## src/logic/tbso_regs.vh

```
// Register map, field positions, codes and reset values of the trace buffer sync block.
// Overview of operation
// - Leaving halted debug acts as a context sync event for later register effects and trace.
// - A data barrier after a sync event, trace prohibition and a trace barrier waits for all buffer writes.
// - That wait also covers speculative trace not ordered after the sync event.
// - Speculative trace after a resolved post-sync instruction sees register writes made before the sync.
// - Trace is prohibited at every exception level above the owning level.
// - Unsynchronised, trace may see the old or new value of a rewritten register, per read.
// - Unsynchronised, a software read of a trace-updated register may show old or new value.
// - Trace found late to be disabled is written, sent on the side bus, both, or discarded.
// - The same late-disable choice applies to data flushed out of the trace unit.
// - A discard may raise a management event with error class 0x00 or 0x1F.
// - With error class 0x00 the buffer status code is written 0b000000, buffer not full.
// - Discarded or not, the write pointer may advance, the trigger count drop and events fire.
// - The owner control is sampled at generation for permission and at completion for pointer context.
// - A trace barrier in debug state takes debug entry in place of the sync event.
// - Running in debug state with the trace unit disabled counts as a trace-prohibited region.
`ifndef TBSO_REGS_VH
`define TBSO_REGS_VH
`define TBSO_OFS_CTRL 8'h00
`define TBSO_OFS_STATUS 8'h04
`define TBSO_OFS_PTR_EL1 8'h08
`define TBSO_OFS_PTR_EL2 8'h0C
`define TBSO_OFS_TRIGCNT 8'h10
`define TBSO_OFS_IRQSTAT 8'h14
`define TBSO_OFS_IRQMASK 8'h18
// Control register fields.
`define TBSO_CTRL_EN 0
`define TBSO_CTRL_POL_LO 1
`define TBSO_CTRL_POL_HI 2
`define TBSO_CTRL_EVTEN 3
`define TBSO_CTRL_ECIMP 4
`define TBSO_CTRL_ADV 5
`define TBSO_CTRL_HYPOWN 6
`define TBSO_CTRL_W 7
// Late-disable policy codes.
`define TBSO_POL_MEM 2'h0
`define TBSO_POL_SIDE 2'h1
`define TBSO_POL_BOTH 2'h2
`define TBSO_POL_DISCARD 2'h3
// Status register fields.
`define TBSO_ST_EC_LO 26
`define TBSO_ST_TRG 22
`define TBSO_ST_MGMT 16
`define TBSO_EC_OTHER 6'h00
`define TBSO_EC_IMPDEF 6'h1F
`define TBSO_BSC_NOT_FULL 6'h00
// Interrupt status bits.
`define TBSO_IRQ_MGMT 0
`define TBSO_IRQ_TRIG 1
`define TBSO_IRQ_DISCARD 2
`define TBSO_IRQ_W 3
// Reset values and step.
`define TBSO_CTRL_RST 7'h00
`define TBSO_PTR_RST 32'h00000000
`define TBSO_PTR_STEP 32'h00000004
`define TBSO_EL1 2'h1
`define TBSO_EL2 2'h2
`endif

```

## src/logic/tbso_trace_buffer_sync.v

```verilog
// Trace buffer unit with barrier ordering, late-disable handling and register port.
`timescale 1ns/1ps
`include "tbso_regs.vh"

module tbso_trace_buffer_sync (
	input wire clk,
	input wire resetn,
	input wire [7:0] regAddr,
	input wire [31:0] regWrData,
	input wire regWr,
	input wire regRd,
	output reg [31:0] regRdData,
	input wire contextSyncEvent,
	input wire debugEntry,
	input wire debugExit,
	input wire inDebugState,
	input wire traceUnitEnabled,
	input wire [1:0] currentEl,
	input wire traceBarrier,
	input wire dataBarrierReq,
	output reg dataBarrierDone,
	input wire traceValid,
	input wire [31:0] traceData,
	input wire traceAfterCse,
	input wire traceFlush,
	output wire traceReady,
	output wire traceProhibited,
	output wire memReq,
	output reg [31:0] memAddr,
	output reg [31:0] memData,
	input wire memAccept,
	input wire memComplete,
	output reg sideValid,
	output reg [31:0] sideData,
	output reg pmuEvent,
	output wire irq
);

////////////////////////////////////////////////////////////////////////////////
// Control views. The live copy is what software wrote; the synced copy is
// taken at each sync event, the older copy is the one before that.

reg [`TBSO_CTRL_W-1:0] ctrlLive;
reg [`TBSO_CTRL_W-1:0] ctrlSynced;
reg [`TBSO_CTRL_W-1:0] ctrlOld;
reg [5:0] errClass;
reg [5:0] bufStatus;
reg triggeredFlag;
reg mgmtFlag;
reg [31:0] ptrEl1;
reg [31:0] ptrEl2;
reg [15:0] trigCount;
reg [`TBSO_IRQ_W-1:0] irqStat;
reg [`TBSO_IRQ_W-1:0] irqMask;
reg cseSeen;
reg barrierArmed;
reg barrierWait;
reg [3:0] outstanding;
reg stValid;
reg stFlush;
reg [31:0] stData;
reg sideFromFlush;

// Any event that resynchronises context.
// debug exit syncs
wire syncNow = contextSyncEvent | debugExit;

// The owning level follows the hypervisor owner bit of a given view.
function [1:0] ownerOf;
	input [`TBSO_CTRL_W-1:0] view;
	begin
		ownerOf = view[`TBSO_CTRL_HYPOWN] ? `TBSO_EL2 : `TBSO_EL1;
	end
endfunction

wire [`TBSO_CTRL_W-1:0] genView = traceAfterCse ? ctrlSynced : ctrlOld;

assign traceProhibited = (currentEl > ownerOf(genView)) |
	(inDebugState & ~traceUnitEnabled);

wire genAllowed = genView[`TBSO_CTRL_EN] & ~traceProhibited;

////////////////////////////////////////////////////////////////////////////////
// Completion stage decisions, taken from the live view at completion time.

wire lateDisabled = ~ctrlLive[`TBSO_CTRL_EN];
wire [1:0] policy = ctrlLive[`TBSO_CTRL_POL_HI:`TBSO_CTRL_POL_LO];
wire toMem = ~lateDisabled | (policy == `TBSO_POL_MEM) | (policy == `TBSO_POL_BOTH);
wire toSide = lateDisabled & ((policy == `TBSO_POL_SIDE) | (policy == `TBSO_POL_BOTH));
wire discard = lateDisabled & (policy == `TBSO_POL_DISCARD);

assign memReq = stValid & toMem;
wire retire = stValid & (~toMem | memAccept);
// The stage frees in the cycle it retires, so a steady stream runs at one per cycle.
assign traceReady = ~stValid | retire;
wire take = traceValid & traceReady & genAllowed;

wire hypContext = ctrlLive[`TBSO_CTRL_HYPOWN];
wire written = retire & toMem;
wire advance = written | (retire & discard & ctrlLive[`TBSO_CTRL_ADV]);
wire trigHit = advance & triggeredFlag & (trigCount == 16'h0001);
wire discardEvent = retire & discard & ctrlLive[`TBSO_CTRL_EVTEN];

////////////////////////////////////////////////////////////////////////////////
// Completion stage and output registers.
always @(posedge clk) begin
	if (!resetn) begin
		stValid <= 1'b0;
		stFlush <= 1'b0;
		stData <= 32'h00000000;
		memAddr <= 32'h00000000;
		memData <= 32'h00000000;
		sideValid <= 1'b0;
		sideData <= 32'h00000000;
		sideFromFlush <= 1'b0;
		pmuEvent <= 1'b0;
	end else begin
		sideValid <= retire & toSide;
		pmuEvent <= advance;
		if (retire & toSide) begin
			sideData <= stData;
			sideFromFlush <= stFlush;
		end
		if (take) begin
			stValid <= 1'b1;
			stData <= traceData;
			stFlush <= traceFlush;
			memData <= traceData;
		end else if (retire) begin
			stValid <= 1'b0;
		end
		// The address follows the pointer of whichever owner is live now.
		memAddr <= hypContext ? ptrEl2 : ptrEl1;
	end
end

////////////////////////////////////////////////////////////////////////////////
// Outstanding writes. A completion never precedes its accept, so the count
// cannot underflow; fifteen in flight is the most the four-bit count can hold.
always @(posedge clk) begin
	if (!resetn) begin
		outstanding <= 4'h0;
	end else if (written & ~memComplete) begin
		outstanding <= outstanding + 4'h1;
	end else if (~written & memComplete & (outstanding != 4'h0)) begin
		outstanding <= outstanding - 4'h1;
	end
end

////////////////////////////////////////////////////////////////////////////////
// Barrier tracking. A trace barrier arms only after a sync event while trace
// is prohibited; a data barrier then holds until the buffer has drained.
wire drained = ~stValid & (outstanding == 4'h0) & ~(written & ~memComplete);
always @(posedge clk) begin
	if (!resetn) begin
		cseSeen <= 1'b0;
		barrierArmed <= 1'b0;
		barrierWait <= 1'b0;
		dataBarrierDone <= 1'b0;
	end else begin
		dataBarrierDone <= 1'b0;
		if (syncNow | debugEntry) begin
			cseSeen <= 1'b1;
		end else if (~traceProhibited) begin
			cseSeen <= 1'b0;
		end
		if (traceBarrier & cseSeen & traceProhibited) begin
			barrierArmed <= 1'b1;
		end
		if (dataBarrierReq) begin
			barrierWait <= 1'b1;
		end
		if (barrierWait | dataBarrierReq) begin
			if (~(barrierArmed | (traceBarrier & cseSeen & traceProhibited)) | drained) begin
				dataBarrierDone <= 1'b1;
				barrierWait <= 1'b0;
				barrierArmed <= 1'b0;
			end
		end
	end
end

////////////////////////////////////////////////////////////////////////////////
// Control copies and pointer, trigger and status updates.
always @(posedge clk) begin
	if (!resetn) begin
		ctrlLive <= `TBSO_CTRL_RST;
		ctrlSynced <= `TBSO_CTRL_RST;
		ctrlOld <= `TBSO_CTRL_RST;
		ptrEl1 <= `TBSO_PTR_RST;
		ptrEl2 <= `TBSO_PTR_RST;
		trigCount <= 16'h0000;
		errClass <= 6'h00;
		bufStatus <= 6'h00;
		triggeredFlag <= 1'b0;
		mgmtFlag <= 1'b0;
		irqMask <= 3'h0;
	end else begin
		if (syncNow | debugEntry) begin
			ctrlOld <= ctrlSynced;
			ctrlSynced <= ctrlLive;
		end
		if (regWr & (regAddr == `TBSO_OFS_CTRL)) begin
			ctrlLive <= regWrData[`TBSO_CTRL_W-1:0];
		end
		if (regWr & (regAddr == `TBSO_OFS_IRQMASK)) begin
			irqMask <= regWrData[`TBSO_IRQ_W-1:0];
		end
		if (advance & ~hypContext) begin
			ptrEl1 <= ptrEl1 + `TBSO_PTR_STEP;
		end else if (regWr & (regAddr == `TBSO_OFS_PTR_EL1)) begin
			ptrEl1 <= regWrData;
		end
		if (advance & hypContext) begin
			ptrEl2 <= ptrEl2 + `TBSO_PTR_STEP;
		end else if (regWr & (regAddr == `TBSO_OFS_PTR_EL2)) begin
			ptrEl2 <= regWrData;
		end
		if (advance & triggeredFlag & (trigCount != 16'h0000)) begin
			trigCount <= trigCount - 16'h0001;
		end else if (regWr & (regAddr == `TBSO_OFS_TRIGCNT)) begin
			trigCount <= regWrData[15:0];
		end
		if (discardEvent) begin
			mgmtFlag <= 1'b1;
			if (ctrlLive[`TBSO_CTRL_ECIMP]) begin
				errClass <= `TBSO_EC_IMPDEF;
			end else begin
				errClass <= `TBSO_EC_OTHER;
				bufStatus <= `TBSO_BSC_NOT_FULL;
			end
		end else if (regWr & (regAddr == `TBSO_OFS_STATUS)) begin
			errClass <= regWrData[`TBSO_ST_EC_LO+5:`TBSO_ST_EC_LO];
			bufStatus <= regWrData[5:0];
			mgmtFlag <= regWrData[`TBSO_ST_MGMT];
		end
		if (regWr & (regAddr == `TBSO_OFS_STATUS)) begin
			triggeredFlag <= regWrData[`TBSO_ST_TRG];
		end
	end
end

////////////////////////////////////////////////////////////////////////////////
// Interrupt status: events set, a read clears, and a set in the clearing
// cycle survives.
wire [`TBSO_IRQ_W-1:0] irqSet = {discardEvent, trigHit, discardEvent};
wire irqRead = regRd & (regAddr == `TBSO_OFS_IRQSTAT);
always @(posedge clk) begin
	if (!resetn) begin
		irqStat <= 3'h0;
	end else begin
		irqStat <= (irqRead ? 3'h0 : irqStat) | irqSet;
	end
end

assign irq = |(irqStat & irqMask);

////////////////////////////////////////////////////////////////////////////////
// Read port; unmapped addresses read zero.
always @(posedge clk) begin
	if (!resetn) begin
		regRdData <= 32'h00000000;
	end else if (regRd) begin
		if (regAddr == `TBSO_OFS_CTRL) begin
			regRdData <= {25'h0000000, ctrlLive};
		end else if (regAddr == `TBSO_OFS_STATUS) begin
			regRdData <= {errClass, 3'h0, triggeredFlag, 5'h00, mgmtFlag,
				sideFromFlush, barrierArmed, outstanding, 4'h0, bufStatus};
		end else if (regAddr == `TBSO_OFS_PTR_EL1) begin
			regRdData <= ptrEl1;
		end else if (regAddr == `TBSO_OFS_PTR_EL2) begin
			regRdData <= ptrEl2;
		end else if (regAddr == `TBSO_OFS_TRIGCNT) begin
			regRdData <= {16'h0000, trigCount};
		end else if (regAddr == `TBSO_OFS_IRQSTAT) begin
			regRdData <= {29'h00000000, irqStat};
		end else if (regAddr == `TBSO_OFS_IRQMASK) begin
			regRdData <= {29'h00000000, irqMask};
		end else begin
			regRdData <= 32'h00000000;
		end
	end
end

endmodule

```

## config.mk

```make
export PLATFORM = sky130hd
export DESIGN_NAME = tbso_trace_buffer_sync
export DESIGN_NICKNAME = d
export VERILOG_FILES = /design/src/logic/tbso_trace_buffer_sync.v
export VERILOG_INCLUDE_DIRS = /design/src /design/src/logic
export SDC_FILE = /design/constraint.sdc
export NUM_CORES = 1
export LEC_CHECK = 0
export BUFFER_PORTS_ARGS = -buffer_cell sky130_fd_sc_hd__buf_2
export CAP_MARGIN = 20
export CORE_MARGIN = 5
export CORE_UTILIZATION = 50
export DETAILED_ROUTE_END_ITERATION = 10
export HOLD_SLACK_MARGIN = 0.12
export PLACE_DENSITY = 0.73
export SETUP_SLACK_MARGIN = 0.02
export SLEW_MARGIN = 0
export SYNTH_ARGS = -nofsm -noshare
export SYNTH_HDL_FRONTEND = slang
export SYNTH_SLANG_ARGS = --single-unit
```

## constraint.sdc

```tcl
create_clock -name clk -period 2.51 [get_ports clk]
set_input_delay 0.1255 -clock clk [delete_from_list [all_inputs] [get_ports clk]]
set_output_delay 0.1255 -clock clk [all_outputs]
set_load 0.005 [all_outputs]
```

==> flow_summary_export.csv <==
group,metric,value,unit
placed_design,hpwl,29300,µm
detailed_routing,ant_nets,0,
logic_synthesis,synth_xor_area_share,0.516,%
clock_tree,clk_latency,540,ps
logic_synthesis,post-synth-top-area-cell,"dfxtp_1",
floorplanning,num_io_pins,225,
detailed_routing,drc,0,
power_and_ir_drop,fin_total_pwr,8.78,mW
worst_hold_path,min_delay_path_depth,4,
grt,grt_pass1_wl,66100,µm
detailed_routing,wl,43100,µm
worst_setup_path,cp_max_fo,8,
floorplanning,initial_core_util,50.7,%
logic_synthesis,muxShareOfSynthArea,8.90,%
logic_synthesis,syn_area,11900,µm²
logic_synthesis,synth_seq_cells,252,
layout,design_area,15700,µm²
detailed_routing,vias,12600,
clock_tree,cts_buffers,27,
detailed_routing,viasPerCell,6.07,
sta,setup_violations,0,
power_and_ir_drop,intPower,6.72,mW
logic_synthesis,synth-simple-area-share,22.6,%
floorplanning,fp.dieW,164,µm
logic_synthesis,ys_seq_area_share,42.5,%
logic_synthesis,ys.flop_type,"dfxtp_1",
sta,clock_skew,12.4,ps
logic_synthesis,synthDistinctLibCells,73,
sta,setup_tns,0,ps
sta,rsz0062_at_grt,"false",
clock_tree,clock_path_buffers,3,
sta,timing.fmax,412,MHz
clock_tree,cts-root-buf,"clkbuf_16",
grt,grt_usage,30.6,%
power_and_ir_drop,power_switching,2.06,mW
power_and_ir_drop,clkPwrFrac,45.8,%
power_and_ir_drop,pwr-share-comb,7.6,%
grt,grt_pass1_vias,12100,
clock_tree,clock_sinks,252,
logic_synthesis,synth_area_leaders,"dfxtp_1 42%, mux2i_1 7.7%, nand2_1 6.0%",
sta,finalMaxSlewViolations,0,
power_and_ir_drop,sw_frac_of_total,23.5,%
power_and_ir_drop,ir_worst_vdd,547,µV
placed_design,numPortBuffers,224,
placed_design,dpl_cell_area,13800,µm²
grt,grt_overflow,0,
logic_synthesis,synth_area_per_cell,8.46,µm²
worst_setup_path,worstRegToRegCells,5,
clock_tree,cts_tree,"yes",
floorplanning,num_rows,56,
detailed_routing,first_pass_iters,6,
worst_setup_path,start_kind,"flip-flop",
worst_setup_path,worstPathArrival,2890,ps
detailed_routing,wl_per_cell,20.8,µm
power_and_ir_drop,pwr-share-seq,46.5,%
worst_hold_path,hp-class,"input port to flip-flop",
logic_synthesis,synth_top_family_by_area,"simple AND/OR/NAND/NOR gates",
sta,layout_min_cycle_time,2430,ps
logic_synthesis,post_synth_fa_ha_maj_area_fraction,1.43,%
logic_synthesis,synth_edf_count,0,
layout,drive_gt1_share,24.0,%
sta,final_hold_viol_count,0,
sta,hold-worst-slack,220,ps
worst_setup_path,critPathKind,"flip-flop to flip-flop",
run_status,status,"complete, no violations",
layout,fin_nets,1841,
floorplanning,core-area,23400,µm²
power_and_ir_drop,p_leak,6.12,nW
grt,antenna_found_initial,0,
power_and_ir_drop,powerDensity,561,nW/µm²
sta,relSlewSlack,56.0,%
detailed_routing,drt_iter0_drc,1324,
logic_synthesis,synth_warnings,0,
worst_setup_path,worstPathRequired,2970,ps
clock_tree,cts.clk_slew.worst_paths,60,ps
logic_synthesis,synthArstFlopShare,0,%
layout,synthToLayoutAreaGrowth,31.8,%
grt,grt_start_max_net_pins,104,
clock_tree,h-tree-depth,1,
placed_design,gp_congestion,0.962,
logic_synthesis,syn_nets,1506,
layout,final_core_util,66.9,%
worst_setup_path,end_kind,"flip-flop",
sta,timing.final.crit_share,96.7,%
floorplanning,die_h,164,µm
job,drv_cap,0,
logic_synthesis,synth_compound_area_share,19.6,%
sta,worst_slew_pin_slew,660,ps
logic_synthesis,netlist_instances,1403,
logic_synthesis,synth_top_area_share,42.5,%
floorplanning,die_area,26900,µm²
==> worst max-delay path, stage by stage, from the launching register on <==
cell and delay [ps]:
dfxtp_1 440, nand4_2 190, or4_4 540, or3_1 460
or4_1 520, a31oi_1 200
==> flip-flops by register name, indices dropped and copies added (netlist names), 2 cells and up <==
| register | cells |
|---|---|
| stData | 32 |
| ctrlSynced | 2 |
| ctrlOld | 2 |
| trigCount | 16 |
| irqStat | 3 |
| irqMask | 3 |
| sideData | 32 |
| ctrlLive | 7 |
| bufStatus | 6 |
| errClass | 6 |
| ptrEl1 | 32 |
| outstanding | 4 |
| ptrEl2 | 32 |
| memAddr | 32 |
| regRdData | 32 |
==> power groups by stage <==
stage | logic, mW | clock network [mW] | registers, mW
finish | 0.670 | 4.02 | 4.09
CTS | 0.646 | 4.05 | 4.08
detailed placement | 0.545 | 0 | 4.17
floorplan | 0.318 | 0 | 4.16
global route | 0.725 | 4.23 | 4.09
global placement | 0.533 | 0 | 4.17
==> placed cells by master (no fill, tap or decap), types with 6 or more instances in the layout <==
cell and n:
dfxtp_1 249, buf_2 225, nand2_1 187, nor2_1 126, a21oi_1 101, mux2i_1 91, buf_4 91, dlygate4sd3_1 80
nand3_1 50, o21ai_0 37, a22oi_1 36, nor3_1 29, clkbuf_16 27, a31oi_1 26, nand4_1 23, or3_1 23
inv_1 21, and2_1 21, o211ai_1 21, o2bb2ai_1 18, and3_1 17, or4_1 16, nor4_1 15, mux2_2 13
a211oi_1 13, ha_1 10, nor2b_1 8, a311oi_1 8, buf_12 8, clkbuf_1 7, o31ai_1 6, o221ai_1 6
o311ai_0 6, a21o_1 6
==> cell type report <==
cell class | count | area, µm²
diodes | 1 | 2.50
clock buffers | 37 | 743
clock inverters | 10 | 136
fillers | 1909 | 7750
inverters | 26 | 103
multi-input cells | 1023 | 6410
flip-flops and latches | 252 | 5050
well taps | 319 | 399
repair buffers | 408 | 2820
==> path summary, 6_finish.rpt <==
kind | from | slack, ps | endpoint
max | ptrEl2[10]$_SDFFE_PN0P_ | 80 | ptrEl2[23]$_SDFFE_PN0P_
min | regAddr[2] | 220 | regRdData[0]$_SDFFE_PN0P_
max reg2reg | ptrEl2[10]$_SDFFE_PN0P_ | 80 | ptrEl2[23]$_SDFFE_PN0P_
min reg2reg | sideData[18]$_SDFFE_PN0P_ | 450 | sideData[18]$_SDFFE_PN0P_
==> stage by stage <==
stage                     instances  worst slack (ps)
after global placement         1937             -17.3
final                          2076              82.3
after CTS                      2064              36.9
after floorplan                1403              41.9
after detailed placement       1937             -75.5
after global routing           2075              14.8
==> cell usage after synthesis, types with 6 or more instances <==
cell type	instances
a211oi_1	13
a21o_1	6
a21oi_1	104
a22oi_1	36
a311oi_1	8
a31oi_1	27
and2_1	21
and3_1	18
buf_1	9
buf_2	13
clkbuf_1	74
dfxtp_1	252
ha_1	12
inv_1	23
mux2_2	13
mux2i_1	91
nand2_1	189
nand3_1	53
nand4_1	23
nor2_1	127
nor2b_1	8
nor3_1	29
nor4_1	15
o211ai_1	21
o21ai_0	38
o221ai_1	6
o2bb2ai_1	18
o311ai_0	7
o31ai_1	7
or3_1	23
or4_1	16
==> timing repair <==
action	in CTS	in global routing
cloned	0	1
setup endpoints to repair	18	37
resized for setup	2	28
hold endpoints to repair	157	0
hold buffers	80	0
pin swaps	1	9
setup buffers	0	10
==> per-layer routing <==
| metal | global-route usage, % | routed length (µm) | up-vias |
|---|---|---|---|
| li1 | - | - | 5823 |
| met2 | 49.4 | 19800 | 681 |
| met4 | 16.4 | 2610 | 0 |
| met5 | 0 | 0 | - |
| met3 | 5.27 | 3810 | 144 |
| met1 | 39.1 | 16900 | 5952 |
==> kinds of logic (layout without fill, tap and decap cells) <==
| group | after synthesis | after routing |
|---|---|---|
| adder cells (fa/ha/maj) | 13 | 13 |
| other | 0 | 1 |
| flip-flops | 252 | 252 |
| AND/OR/NAND/NOR | 555 | 555 |
| XOR/XNOR | 7 | 7 |
| buffers and inverters | 128 | 481 |
| AO/OA/AOI/OAI | 344 | 344 |
| multiplexers | 104 | 104 |
(Power assumes the default switching activity.)
